**src/rxco_pkg.sv**
```systemverilog
// Constants, field positions and carrier types of the receive checksum
// offload control block.
// Assumes a single clock domain and a plain command port for software.
// Contract
// - Control read code 2Bh, write code 2Ch.
// - First byte bit0 enables IPv4 header check.
// - First byte bit1 enables IP version check.
// - First byte bit2 enables IPv6 version check.
// - First byte bits3,4 enable IPv4 TCP, UDP.
// - First byte bits5-7 enable ICMP, IGMP, ICMPv6.
// - Second byte bits0-4 enable IPv6 layer-four checks.
// - Second byte bits6:5 reserved, no function.
// - Second byte bit7: partial sum from 14.
// - Third byte bit0: drop bad header sum.
// - Third byte bit1: drop bad IP version.
// - Third byte bit2: drop bad IPv6 version.
// - Third byte bit3: drop bad TCP sum.
// - Third byte bit4: drop bad UDP sum.
// - Third byte bits5-7: drop ICMP, IGMP, ICMPv6.
package rxco_pkg;

    // Command codes and own register addresses
    localparam logic [7:0] CMD_CTRL_READ   = 8'h2B;
    localparam logic [7:0] CMD_CTRL_WRITE  = 8'h2C;
    localparam logic [7:0] ADDR_IRQ_STATUS = 8'h40;
    localparam logic [7:0] ADDR_IRQ_CLEAR  = 8'h41;
    localparam logic [7:0] ADDR_IRQ_ENABLE = 8'h42;

    // Check enable byte field positions
    localparam int BIT_IPV4_HDR_CHK = 0;
    localparam int BIT_IP_VER_CHK   = 1;
    localparam int BIT_IPV6_VER_CHK = 2;
    localparam int BIT_L4_V4_LSB    = 3;
    // Second byte: layer-four checks over IPv6 and partial mode
    localparam int BIT_L4_V6_LSB    = 0;
    localparam int BIT_PARTIAL_MODE = 7;
    // Drop byte field positions
    localparam int BIT_DROP_HDR     = 0;
    localparam int BIT_DROP_IP_VER  = 1;
    localparam int BIT_DROP_V6_VER  = 2;
    localparam int BIT_DROP_L4_LSB  = 3;

    // Reset values
    localparam logic [7:0]  CHECK_EN_RESET  = 8'h00;
    localparam logic [7:0]  V6_EN_RESET     = 8'h00;
    localparam logic [7:0]  DROP_EN_RESET   = 8'h00;
    localparam logic [7:0]  V6_EN_LIVE_MASK = 8'h9F;
    localparam logic [2:0]  IRQ_RESET       = 3'h0;
    localparam logic [15:0] SUM_RESET       = 16'h0000;

    // Partial sum starts at this byte offset of the frame
    localparam logic [15:0] PARTIAL_START   = 16'h000E;
    localparam logic [15:0] OFFSET_MAX      = 16'hFFFF;

    // Interrupt status bit positions
    localparam int IRQ_DROPPED   = 0;
    localparam int IRQ_FLAGGED   = 1;
    localparam int IRQ_PARTIAL   = 2;

    // Layer-four protocol, one hot, in enable bit order
    typedef struct packed {
        logic icmpv6;
        logic igmp;
        logic icmp;
        logic udp;
        logic tcp;
    } rxco_proto_type;

    // One byte of the receive stream, CRC already stripped
    typedef struct packed {
        logic       valid;
        logic       sof;
        logic       eof;
        logic [7:0] data;
    } rxco_byte_type;

    // Parser verdict, valid beside the last byte
    typedef struct packed {
        logic           is_v4;
        logic           is_v6;
        rxco_proto_type proto;
        logic           hdr_sum_bad;
        logic           version_bad;
        logic           l4_sum_bad;
    } rxco_desc_type;

    // Per-frame result toward the receive header writer
    typedef struct packed {
        logic        done;
        logic        drop;
        logic        hdr_sum_err;
        logic        version_err;
        logic        l4_sum_err;
        logic        partial_valid;
        logic [15:0] partial_sum;
    } rxco_verdict_type;

    // Control register bytes, as seen on the 24-bit data port
    typedef struct packed {
        logic [7:0] drop_en;
        logic [7:0] v6_en;
        logic [7:0] check_en;
    } rxco_ctrl_type;

    // Frame tracking states
    typedef enum logic [1:0] {
        ST_IDLE  = 2'b01,
        ST_FRAME = 2'b10
    } rxco_state_type;

endpackage

```
**src/rxco_sum_acc.sv**
```systemverilog
// Ones-complement 16-bit sum accumulator over a byte stream.
// Bytes pair high then low; an odd last byte pads a zero low byte.
`timescale 1ns/10ps

module rxco_sum_acc
    import rxco_pkg::*;
(
    input  wire logic        clk_in,
    input  wire logic        sys_rst_in,
    input  wire logic        clear_in,
    input  wire logic        byte_valid_in,
    input  wire logic [7:0]  byte_in,
    input  wire logic        last_in,
    output logic      [15:0] sum_out
);

    // Whole state of the accumulator
    typedef struct packed {
        logic [15:0] acc;
        logic [7:0]  hi;
        logic        odd;
    } rxco_acc_state_type;

    rxco_acc_state_type st_q;       // Registered state
    rxco_acc_state_type st_d;       // Next state

    // End-around carry addition
    function automatic logic [15:0] oc_add(input logic [15:0] a,
                                           input logic [15:0] b);
        logic [16:0] s;
        s = {1'b0, a} + {1'b0, b};
        return s[15:0] + {15'h0000, s[16]};
    endfunction

    logic [15:0] word;              // Word formed by this byte
    logic [15:0] total;             // Sum including this byte

    // Next state and running total
    always_comb begin
        st_d  = st_q;
        word  = st_q.odd ? {st_q.hi, byte_in} : {byte_in, 8'h00};
        total = oc_add(st_q.acc, word);
        if (clear_in) begin
            st_d.acc = SUM_RESET;
            st_d.odd = 1'b0;
            st_d.hi  = 8'h00;
        end
        if (byte_valid_in) begin
            if (last_in || st_q.odd) begin
                // Word complete
                st_d.acc = total;
                st_d.odd = 1'b0;
            end else begin
                // Hold high byte
                st_d.hi  = byte_in;
                st_d.odd = 1'b1;
            end
        end
        sum_out = byte_valid_in ? total : st_q.acc;
    end

    // State register
    always_ff @(posedge clk_in or posedge sys_rst_in) begin
        if (sys_rst_in) begin
            st_q <= '{acc: SUM_RESET, hi: 8'h00, odd: 1'b0};
        end else begin
            st_q <= st_d;
        end
    end

endmodule

```
**src/rxco_top.sv**
```systemverilog
// Receive checksum offload control: control registers, per-frame drop
// or flag decision, fixed offset partial sum and interrupt status.
// Assumes an upstream parser that classifies each frame and reports
// header, version and layer-four sum results beside the last byte.
//
// Local design decisions: the register addresses and the strobed register port.
`timescale 1ns/10ps

module rxco_top
    import rxco_pkg::*;
(
    input  wire logic             clk_in,
    input  wire logic             sys_rst_in,
    input  wire logic [7:0]       addr_in,
    input  wire logic [23:0]      wdata_in,
    input  wire logic             wr_in,
    input  wire logic             rd_in,
    output logic      [23:0]      rdata_out,
    input  wire rxco_byte_type    rx_byte_in,
    input  wire rxco_desc_type    rx_desc_in,
    output rxco_verdict_type      verdict_out,
    output logic                  irq_out
);

    // Whole state of the block
    typedef struct packed {
        rxco_state_type   state;
        rxco_ctrl_type    ctrl;
        logic [15:0]      offset;
        logic [2:0]       irq_status;
        logic [2:0]       irq_enable;
        logic             irq;
        logic [23:0]      rdata;
        rxco_verdict_type verdict;
    } rxco_top_state_type;

    rxco_top_state_type st_q;       // Registered state
    rxco_top_state_type st_d;       // Next state

    // Picks the enable bit of the frame's protocol
    function automatic logic by_proto(input rxco_proto_type p,
                                      input logic [4:0]     bits);
        return |(p & bits);
    endfunction

    // Partial sum accumulator hookup
    logic        acc_clear;         // Start of a new frame
    logic        acc_take;          // Byte lies in summed range
    logic [15:0] acc_sum;           // Running sum with this byte

    // Per-frame decision terms
    logic        in_frame_byte;     // Byte belongs to a frame
    logic        frame_end;         // Last byte of a frame
    logic        hdr_chk;           // Header sum check active
    logic        v4_ver_chk;        // IPv4 version check active
    logic        v6_ver_chk;        // IPv6 version check active
    logic        l4_chk;            // Layer-four check active
    logic        hdr_err;           // Header sum failed
    logic        v4_ver_err;        // IPv4 version failed
    logic        v6_ver_err;        // IPv6 version failed
    logic        l4_err;            // Layer-four sum failed
    logic        drop;              // Frame is discarded
    logic        partial_on;        // Partial sum mode
    logic [15:0] cur_offset;        // Offset of this byte
    logic [2:0]  irq_set;           // Events of this cycle
    logic [2:0]  irq_clr;           // Software clear of this cycle

    // Frame tracking, decision, registers and interrupt
    always_comb begin
        st_d = st_q;

        // Bytes count from a start of frame; stray bytes are ignored
        in_frame_byte = rx_byte_in.valid
                        && (rx_byte_in.sof || st_q.state == ST_FRAME);
        frame_end     = in_frame_byte && rx_byte_in.eof;
        cur_offset    = rx_byte_in.sof ? 16'h0000 : st_q.offset;
        partial_on    = st_q.ctrl.v6_en[BIT_PARTIAL_MODE];
        acc_clear     = rx_byte_in.valid && rx_byte_in.sof;
        // Sum from byte fourteen to the last byte
        acc_take      = in_frame_byte && partial_on
                        && (cur_offset >= PARTIAL_START);

        unique case (st_q.state)
            ST_IDLE: begin
                if (in_frame_byte && !rx_byte_in.eof) begin
                    st_d.state = ST_FRAME;
                end
            end
            ST_FRAME: begin
                if (frame_end) begin
                    st_d.state = ST_IDLE;
                end
            end
        endcase
        if (in_frame_byte && cur_offset != OFFSET_MAX) begin
            st_d.offset = cur_offset + 16'h0001;
        end

        // Header sum check only for IPv4
        hdr_chk    = rx_desc_in.is_v4
                     && st_q.ctrl.check_en[BIT_IPV4_HDR_CHK];
        v4_ver_chk = rx_desc_in.is_v4
                     && st_q.ctrl.check_en[BIT_IP_VER_CHK];
        v6_ver_chk = rx_desc_in.is_v6
                     && st_q.ctrl.check_en[BIT_IPV6_VER_CHK];
        // Layer-four enable by network layer and protocol
        if (rx_desc_in.is_v4) begin
            l4_chk = by_proto(rx_desc_in.proto,
                     st_q.ctrl.check_en[BIT_L4_V4_LSB +: 5]);
        end else if (rx_desc_in.is_v6) begin
            l4_chk = by_proto(rx_desc_in.proto,
                     st_q.ctrl.v6_en[BIT_L4_V6_LSB +: 5]);
        end else begin
            l4_chk = 1'b0;
        end

        // Errors only count where their check is enabled
        hdr_err    = hdr_chk && rx_desc_in.hdr_sum_bad;
        v4_ver_err = v4_ver_chk && rx_desc_in.version_bad;
        v6_ver_err = v6_ver_chk && rx_desc_in.version_bad;
        l4_err     = l4_chk && rx_desc_in.l4_sum_bad;

        // Drop where the failing check's drop bit is set
        drop = (hdr_err && st_q.ctrl.drop_en[BIT_DROP_HDR])
            || (v4_ver_err && st_q.ctrl.drop_en[BIT_DROP_IP_VER])
            || (v6_ver_err && st_q.ctrl.drop_en[BIT_DROP_V6_VER])
            || (l4_err && by_proto(rx_desc_in.proto,
                st_q.ctrl.drop_en[BIT_DROP_L4_LSB +: 5]));

        // Verdict stands one cycle after the last byte
        st_d.verdict      = '0;
        if (frame_end) begin
            st_d.verdict.done = 1'b1;
            st_d.verdict.drop = drop;
            // Forwarded frames carry their error flags
            st_d.verdict.hdr_sum_err = hdr_err && !drop;
            st_d.verdict.version_err = (v4_ver_err || v6_ver_err)
                                       && !drop;
            st_d.verdict.l4_sum_err  = l4_err && !drop;
            st_d.verdict.partial_valid = partial_on;
            st_d.verdict.partial_sum   = partial_on ? acc_sum
                                         : SUM_RESET;
        end

        // Register writes: control on the write code only
        irq_clr = 3'h0;
        if (wr_in) begin
            unique case (addr_in)
                CMD_CTRL_WRITE: begin
                    st_d.ctrl.check_en = wdata_in[7:0];
                    // Reserved bits hold nothing
                    st_d.ctrl.v6_en    = wdata_in[15:8]
                                         & V6_EN_LIVE_MASK;
                    st_d.ctrl.drop_en  = wdata_in[23:16];
                end
                ADDR_IRQ_CLEAR: begin
                    irq_clr = wdata_in[2:0];
                end
                ADDR_IRQ_ENABLE: begin
                    st_d.irq_enable = wdata_in[2:0];
                end
                default: begin
                    // Other addresses ignore writes
                end
            endcase
        end

        // Register reads: answer in the next cycle only
        st_d.rdata = 24'h000000;
        if (rd_in) begin
            unique case (addr_in)
                CMD_CTRL_READ: begin
                    st_d.rdata = st_q.ctrl;
                end
                ADDR_IRQ_STATUS: begin
                    st_d.rdata = {21'h000000, st_q.irq_status};
                end
                ADDR_IRQ_ENABLE: begin
                    st_d.rdata = {21'h000000, st_q.irq_enable};
                end
                default: begin
                    // Unmapped reads return zero
                end
            endcase
        end

        // Sticky events; a new event wins over a clear
        irq_set = 3'h0;
        irq_set[IRQ_DROPPED] = frame_end && drop;
        irq_set[IRQ_FLAGGED] = frame_end && !drop
                               && (hdr_err || v4_ver_err
                                   || v6_ver_err || l4_err);
        irq_set[IRQ_PARTIAL] = frame_end && partial_on;
        st_d.irq_status = (st_q.irq_status & ~irq_clr) | irq_set;
        st_d.irq        = |(st_d.irq_status & st_d.irq_enable);
    end

    // State register
    always_ff @(posedge clk_in or posedge sys_rst_in) begin
        if (sys_rst_in) begin
            st_q.state      <= ST_IDLE;
            st_q.ctrl       <= '{drop_en:  DROP_EN_RESET,
                                 v6_en:    V6_EN_RESET,
                                 check_en: CHECK_EN_RESET};
            st_q.offset     <= 16'h0000;
            st_q.irq_status <= IRQ_RESET;
            st_q.irq_enable <= IRQ_RESET;
            st_q.irq        <= 1'b0;
            st_q.rdata      <= 24'h000000;
            st_q.verdict    <= '0;
        end else begin
            st_q <= st_d;
        end
    end

    // Ones-complement sum over the tail of the frame
    rxco_sum_acc u_sum_acc (
        .clk_in        (clk_in),
        .sys_rst_in    (sys_rst_in),
        .clear_in      (acc_clear),
        .byte_valid_in (acc_take),
        .byte_in       (rx_byte_in.data),
        .last_in       (rx_byte_in.eof),
        .sum_out       (acc_sum)
    );

    // Outputs straight from the state register
    assign rdata_out   = st_q.rdata;
    assign verdict_out = st_q.verdict;
    assign irq_out     = st_q.irq;

endmodule

```
**config.mk**
```make
export PLATFORM = sky130hd
export DESIGN_NAME = rxco_top
export DESIGN_NICKNAME = d
export VERILOG_FILES = /design/src/rxco_pkg.sv /design/src/rxco_sum_acc.sv /design/src/rxco_top.sv
export SDC_FILE = /design/constraint.sdc
export NUM_CORES = 1
export LEC_CHECK = 0
export ABC_CLOCK_PERIOD_IN_PS = 9500
export BUFFER_PORTS_ARGS = -buffer_cell sky130_fd_sc_hd__buf_4
export CAP_MARGIN = 30
export CORE_UTILIZATION = 25
export CTS_BUF_LIST = sky130_fd_sc_hd__clkbuf_4
export CTS_CLUSTER_SIZE = 40
export DETAILED_ROUTE_END_ITERATION = 10
export PLACE_DENSITY = 0.49
export RECOVER_POWER = 100
export SLEW_MARGIN = 5
export SYNTH_ARGS = -nofsm -noshare
export SYNTH_HDL_FRONTEND = slang
export SYNTH_HIERARCHICAL = 1
export SYNTH_SLANG_ARGS = --single-unit
export TNS_END_PERCENT = 20
```
**constraint.sdc**
```tcl
create_clock -name clk_in -period 9.5 [get_ports clk_in]
set_input_delay 1.425 -clock clk_in [delete_from_list [all_inputs] [get_ports clk_in]]
set_output_delay 1.425 -clock clk_in [all_outputs]
set_load 0.02 [all_outputs]
```
; Word-level counts from Yosys, hierarchy flattened
; Index checks and enable logic that the tools add are counted.
[op_classes]
reduce_logical = 43
n_eq_ne = 10
order_cmp = 1
bitwise = 7
addsub = 3
mux = 21
[ops]
columns = op, count
row1 = two-way mux 16 bit, 5
row2 = one-hot mux 24 bit (3 select lines), 1
row3 = two-way mux 25 bit, 2
row4 = logical AND 1 bit, 25
row5 = "== test 8 x 7 -> 1 bit, second input constant", 3
row6 = two-way mux 24 bit, 1
row7 = two-way mux 22 bit, 1
row8 = adder 16 x 16 -> 17 bit, 1
row9 = adder 16 x 1 -> 16 bit, 1
row10 = "adder 16 x 1 -> 16 bit, second input constant", 1
row11 = "== test 8 x 6 -> 1 bit, second input constant", 2
row12 = "greater-or-equal comparator 16 x 4 -> 1 bit, second input constant", 1
row13 = "inequality test 16 bit, second input constant", 1
row14 = bitwise AND 5 bit, 3
row15 = OR reduction 5 bit, 3
row16 = two-way mux 3 bit, 4
row17 = logical OR 1 bit, 9
row18 = two-way mux 8 bit, 1
row19 = bitwise AND 3 bit, 2
row20 = two-way mux 2 bit, 2
row21 = "inequality test 2 bit, second input constant", 2
row22 = one-hot mux 2 bit (2 select lines), 1
row23 = AND reduction 2 bit, 2
row24 = two-way mux 1 bit, 3
row25 = other kinds (7), 8
[word_totals]
reg_bits = 118
out_inout_bits = 47
wordCells = 104
inputBits = 57

; Depth between registers and ports, before layout
[logic_depth]
depth_word = 13
depth_mapped = 21
mapped_depth_nobuf = 18

; By module
; Netlist, hierarchy kept.
[modules_own_cells]
columns = mod, n_inst, area_per_inst_um2, cells_each, seq_area_each_um2
row1 = rxco_top, 1, 4312.9, 380, 2278.4
row2 = rxco_sum_acc, 1, 2496.1, 306, 625.6

; Worst setup path after synthesis
; OpenSTA, ideal clock, no wires.
[synth_timing]
kind = input to register
startpoint = input port rx_byte_in[0] (netlist name)
endpoint = register st_q, in the netlist verdict_out[15]
arrival_ps = 4880
t_required_ps = 9381
path_slack_ps = 4501
n_path_buf = 0
setup_time_ps = 119
path_stages = 18
cell_sequence = and2_1 -> ha_1 -> fa_1 -> a21o_1 -> a221oi_4 -> nor3_1 -> o41ai_1 -> nor2b_1 -> o21ai_0 -> nand2b_1 -> ha_1 -> and3_1 -> nand3_1 -> nor2_1 -> o311ai_0 -> nor4_1 -> a211o_1 -> and2_1
[synth_lines]
columns = item, line_no
row1 = from (decl), rxco_top.sv:19  ; input wire rxco_byte_type rx_byte_in,
row2 = to (signal assigned), rxco_top.sv:212  ; st_q <= st_d;
row3 = to (decl), rxco_top.sv:37  ; rxco_top_state_type st_q;

==> impl_metrics.env <==
export IMPL_io_pin_count=104
export IMPL_synth_seq_area_share=0.4265
export IMPL_hold_violations=0
export IMPL_maxSlewHeadroom=-1.124
export IMPL_synthArstFlopShare=1.000
export IMPL_grt_max_degree=60
export IMPL_muxShareOfSynthArea=0.06284
export IMPL_core_area_um2=26800
export IMPL_worst_path_most_repeated_cell="ha_1"
export IMPL_clk_pin_slew_ns=0.13
export IMPL_synth_top_family_by_area="simple AND/OR/NAND/NOR gates"
export IMPL_stdcell_area_um2=7531
export IMPL_cts_resized=0
export IMPL_r2r_cells=18
export IMPL_grt_pass1_vias=5077
export IMPL_synth_edff_count=0
export IMPL_hp_class="reg -> reg"
export IMPL_dpl_instance_area_um2=7565
export IMPL_drive_gt1_frac=0.1829
export IMPL_r2r_end="verdict_out[15]"
export IMPL_cts_made_buffers=17
export IMPL_fp_dieW_um=167.0
export IMPL_gp_congestion=0.8027
export IMPL_tightest_slew_ns=3.186
export IMPL_initial_utilization=0.2541
export IMPL_n_antenna_cell=0
export IMPL_fmax_mhz=172.4
export IMPL_whs_endpoint="rdata_out[12]"
export IMPL_holdPathStages=1
export IMPL_wl_um=17210
export IMPL_synth_adder_area_share=0.03969
export IMPL_num_rows=60
export IMPL_startpoint="rx_byte_in[0]"
export IMPL_ant_nets=0
export IMPL_vdd_drop_max_v=0.00006752
export IMPL_vias=5119
export IMPL_via_per_inst=4.696
export IMPL_violations="capacitance limit, slew limit"
export IMPL_cts_hold_buffers_added=0
export IMPL_h_tree_depth=4
export IMPL_critical_path_required_ns=9.91
export IMPL_drv_slew=105
export IMPL_dp_hpwl_um=12870
export IMPL_synth_largest_area_cell="dfrtp_1"
export IMPL_synth_compound_area_frac=0.1558
export IMPL_cts_max_path_buffers=2
export IMPL_syn_to_final_growth_pct=10.60
export IMPL_cts_setup_buffers=0
export IMPL_portBuffers=99
export IMPL_crit_slowest_cell="a221oi_1"
export IMPL_synthXorXnorAreaFrac=0.02830
export IMPL_regToRegSetupSlack_ns=4.05
export IMPL_grt_pass1_wl_um=27450
export IMPL_antenna_found_initial=0
export IMPL_max_cap_violations=3
export IMPL_wl_per_cell_um=15.79
export IMPL_skew_ns=0.02436
export IMPL_die_height_um=167.0
export IMPL_crit_path_cell_trace="clkbuf_1 > and2_0 > ha_1 > fa_1 > a21o_1 > a221oi_1 > nor3_1 > o41ai_1 > nor2b_1 > o21ai_0 > nand2b_1 > ha_1 > and3_1 > nand3_1 > nor2_1 > o311ai_0 > nor4_1 > a211o_1 > and2_1"
export IMPL_powerDensity_nw_per_um2=133.5
export IMPL_clock_latency_ns=0.52
export IMPL_drtIter0Drc=328
export IMPL_r2r_start="u_sum_acc/st_q[0]"
export IMPL_outcome="finished, violations left"
export IMPL_nets=814
export IMPL_synth_area_top_cells="dfrtp_1 (42%), mux2_2 (5.6%), buf_4 (5.4%)"
export IMPL_syn_mean_instance_area_um2=9.926
export IMPL_rsz0062_at_grt="false"
export IMPL_synth_top_flop_cell="dfrtp_1"
export IMPL_cts_tree="yes"
export IMPL_pre_cts_slack_ns=3.688
export IMPL_cts_root_buffer="clkbuf_4"
export IMPL_start_kind="primary input"
export IMPL_worstPathMaxFanout=10
export IMPL_track_usage=0.1251
export IMPL_synth_top_area_frac=0.4226
export IMPL_synth_distinct_cells=84
export IMPL_drt_pass1_iter_count=5
export IMPL_post_route_min_period_ns=5.801
export IMPL_drc=0
export IMPL_ys_seq_elements=116
export IMPL_yosys_area_share_simple=0.2027
export IMPL_clkSinkCount=116
export IMPL_crit_path_end_kind="register"
export IMPL_setup_slack_ns=3.699
export IMPL_syn_instance_count=686
export IMPL_leakage_nw=3.400
export IMPL_min_period_over_period=0.6107
export IMPL_setup_viol=0
export IMPL_syn_cell_area_um2=6809
export IMPL_setup_tns_ns=0
export IMPL_hp_start="st_q[81]"
export IMPL_overflow=0
export IMPL_slowest_delay_ns=0.98
export IMPL_criticalPathCategory="in -> reg"
export IMPL_yosysWarnings=6
export IMPL_arrival_ns=6.21
export IMPL_die_area_um2=27900
## placed cells by master, fill, tap and decap left out, types with 5 or more instances in the layout
cell type,count
buf_4,50
nor2b_1,9
and3_1,23
nand3_1,26
clkbuf_1,55
and2_1,15
inv_1,15
a22oi_1,8
a21o_1,6
a31oi_1,6
xor2_1,11
nor2_1,32
nor3_1,18
or3_1,5
nand2b_1,6
nand2_1,49
a22o_1,5
nor4_1,8
mux2_2,34
and2_0,15
o21ai_0,37
xnor2_1,11
a21oi_1,29
clkbuf_4,19
ha_1,20
clkinv_4,5
o21ai_1,13
o31ai_1,7
dfrtp_1,115
## per-stage QoR
stage	utilization	power, mW	instances	hold slack [ns]
after detailed placement	0.2823	0.6530	1058	0.4870
after CTS	0.2928	1.028	1090	0.5142
after global placement	0.2811	0.6510	1056	0.4881
after floorplan	-	0.6054	687	0.4617
after global routing	0.2810	1.061	1090	0.5448
final	0.2810	1.005	1090	0.5122
## power by group
group	switching [mW]	internal, mW	leakage [nW]	total (mW)
logic	0.0655	0.0458	1.66	0.111
registers	0.0144	0.510	1.59	0.524
clock network	0.212	0.158	0.152	0.370
total	0.292	0.713	3.40	1.01
## critical path, delay by kind of cell
family	cells	cell delay (ns)
compound gates	6	2.48
fa+ha+maj	3	0.85
buf+inv	1	0.12
simple gates	9	1.33
## worst max path at each step
| stage | end | depth (start not counted) |
|---|---|---|
| 2_1_floorplan | verdict_out[15] | 18 |
| 3_3_place_gp | verdict_out[15] | 19 |
| 3_5_place_dp | verdict_out[15] | 19 |
| 4_1_cts | verdict_out[15] | 19 |
| 5_1_grt | verdict_out[15] | 19 |
| 6_report | verdict_out[15] | 19 |
## cell type report
| type | instances | area (µm²) |
|---|---|---|
| multi-input cells | 476 | 3252 |
| inverters | 18 | 68.82 |
| fillers | 2866 | 19270 |
| clock buffers | 17 | 127.6 |
| clock inverters | 15 | 155.1 |
| flip-flops and latches | 116 | 2904 |
| well taps | 341 | 426.7 |
| repair buffers | 107 | 596.8 |
## cells by family after synthesis
logic type               Yosys count
AO/OA/AOI/OAI                    154
XOR/XNOR                          22
adder cells (fa/ha/maj)           21
buffers and inverters             95
flip-flops                       116
multiplexers                      38
other                              1
AND/OR/NAND/NOR                  239
## Yosys cell counts, types with 5 or more instances
master    instances
dfrtp_1         115
a21o_1            6
nor4_1            6
o21ai_0          35
xnor2_1          11
buf_4            49
nor2b_1           9
xor2_1           11
nor3_1           17
a22oi_1           8
nand3_1          25
and2_1           30
clkbuf_1         19
o21ai_1          15
nor2_1           31
ha_1             20
inv_1            16
mux2_2           34
a22o_1            5
a31oi_1           5
o31ai_1           7
nand2b_1          6
or3_1             5
a21oi_1          29
nand2_1          49
and3_1           23
## state kept, by name, indices dropped and copies added (netlist names)
signal / flops
u_sum_acc/st_q: 25
partial_on: 1
irq_out: 1
st_q: 45
verdict_out: 22
rdata_out: 22
## layer usage
layer,track usage,vias to the layer above,wire length (µm)
li1,-,2535,-
met1,0.1664,2443,8247
met2,0.2025,131,7924
met3,0.03232,10,853
met4,0.02858,0,182
met5,0,-,0
(Power assumes the default switching activity.)
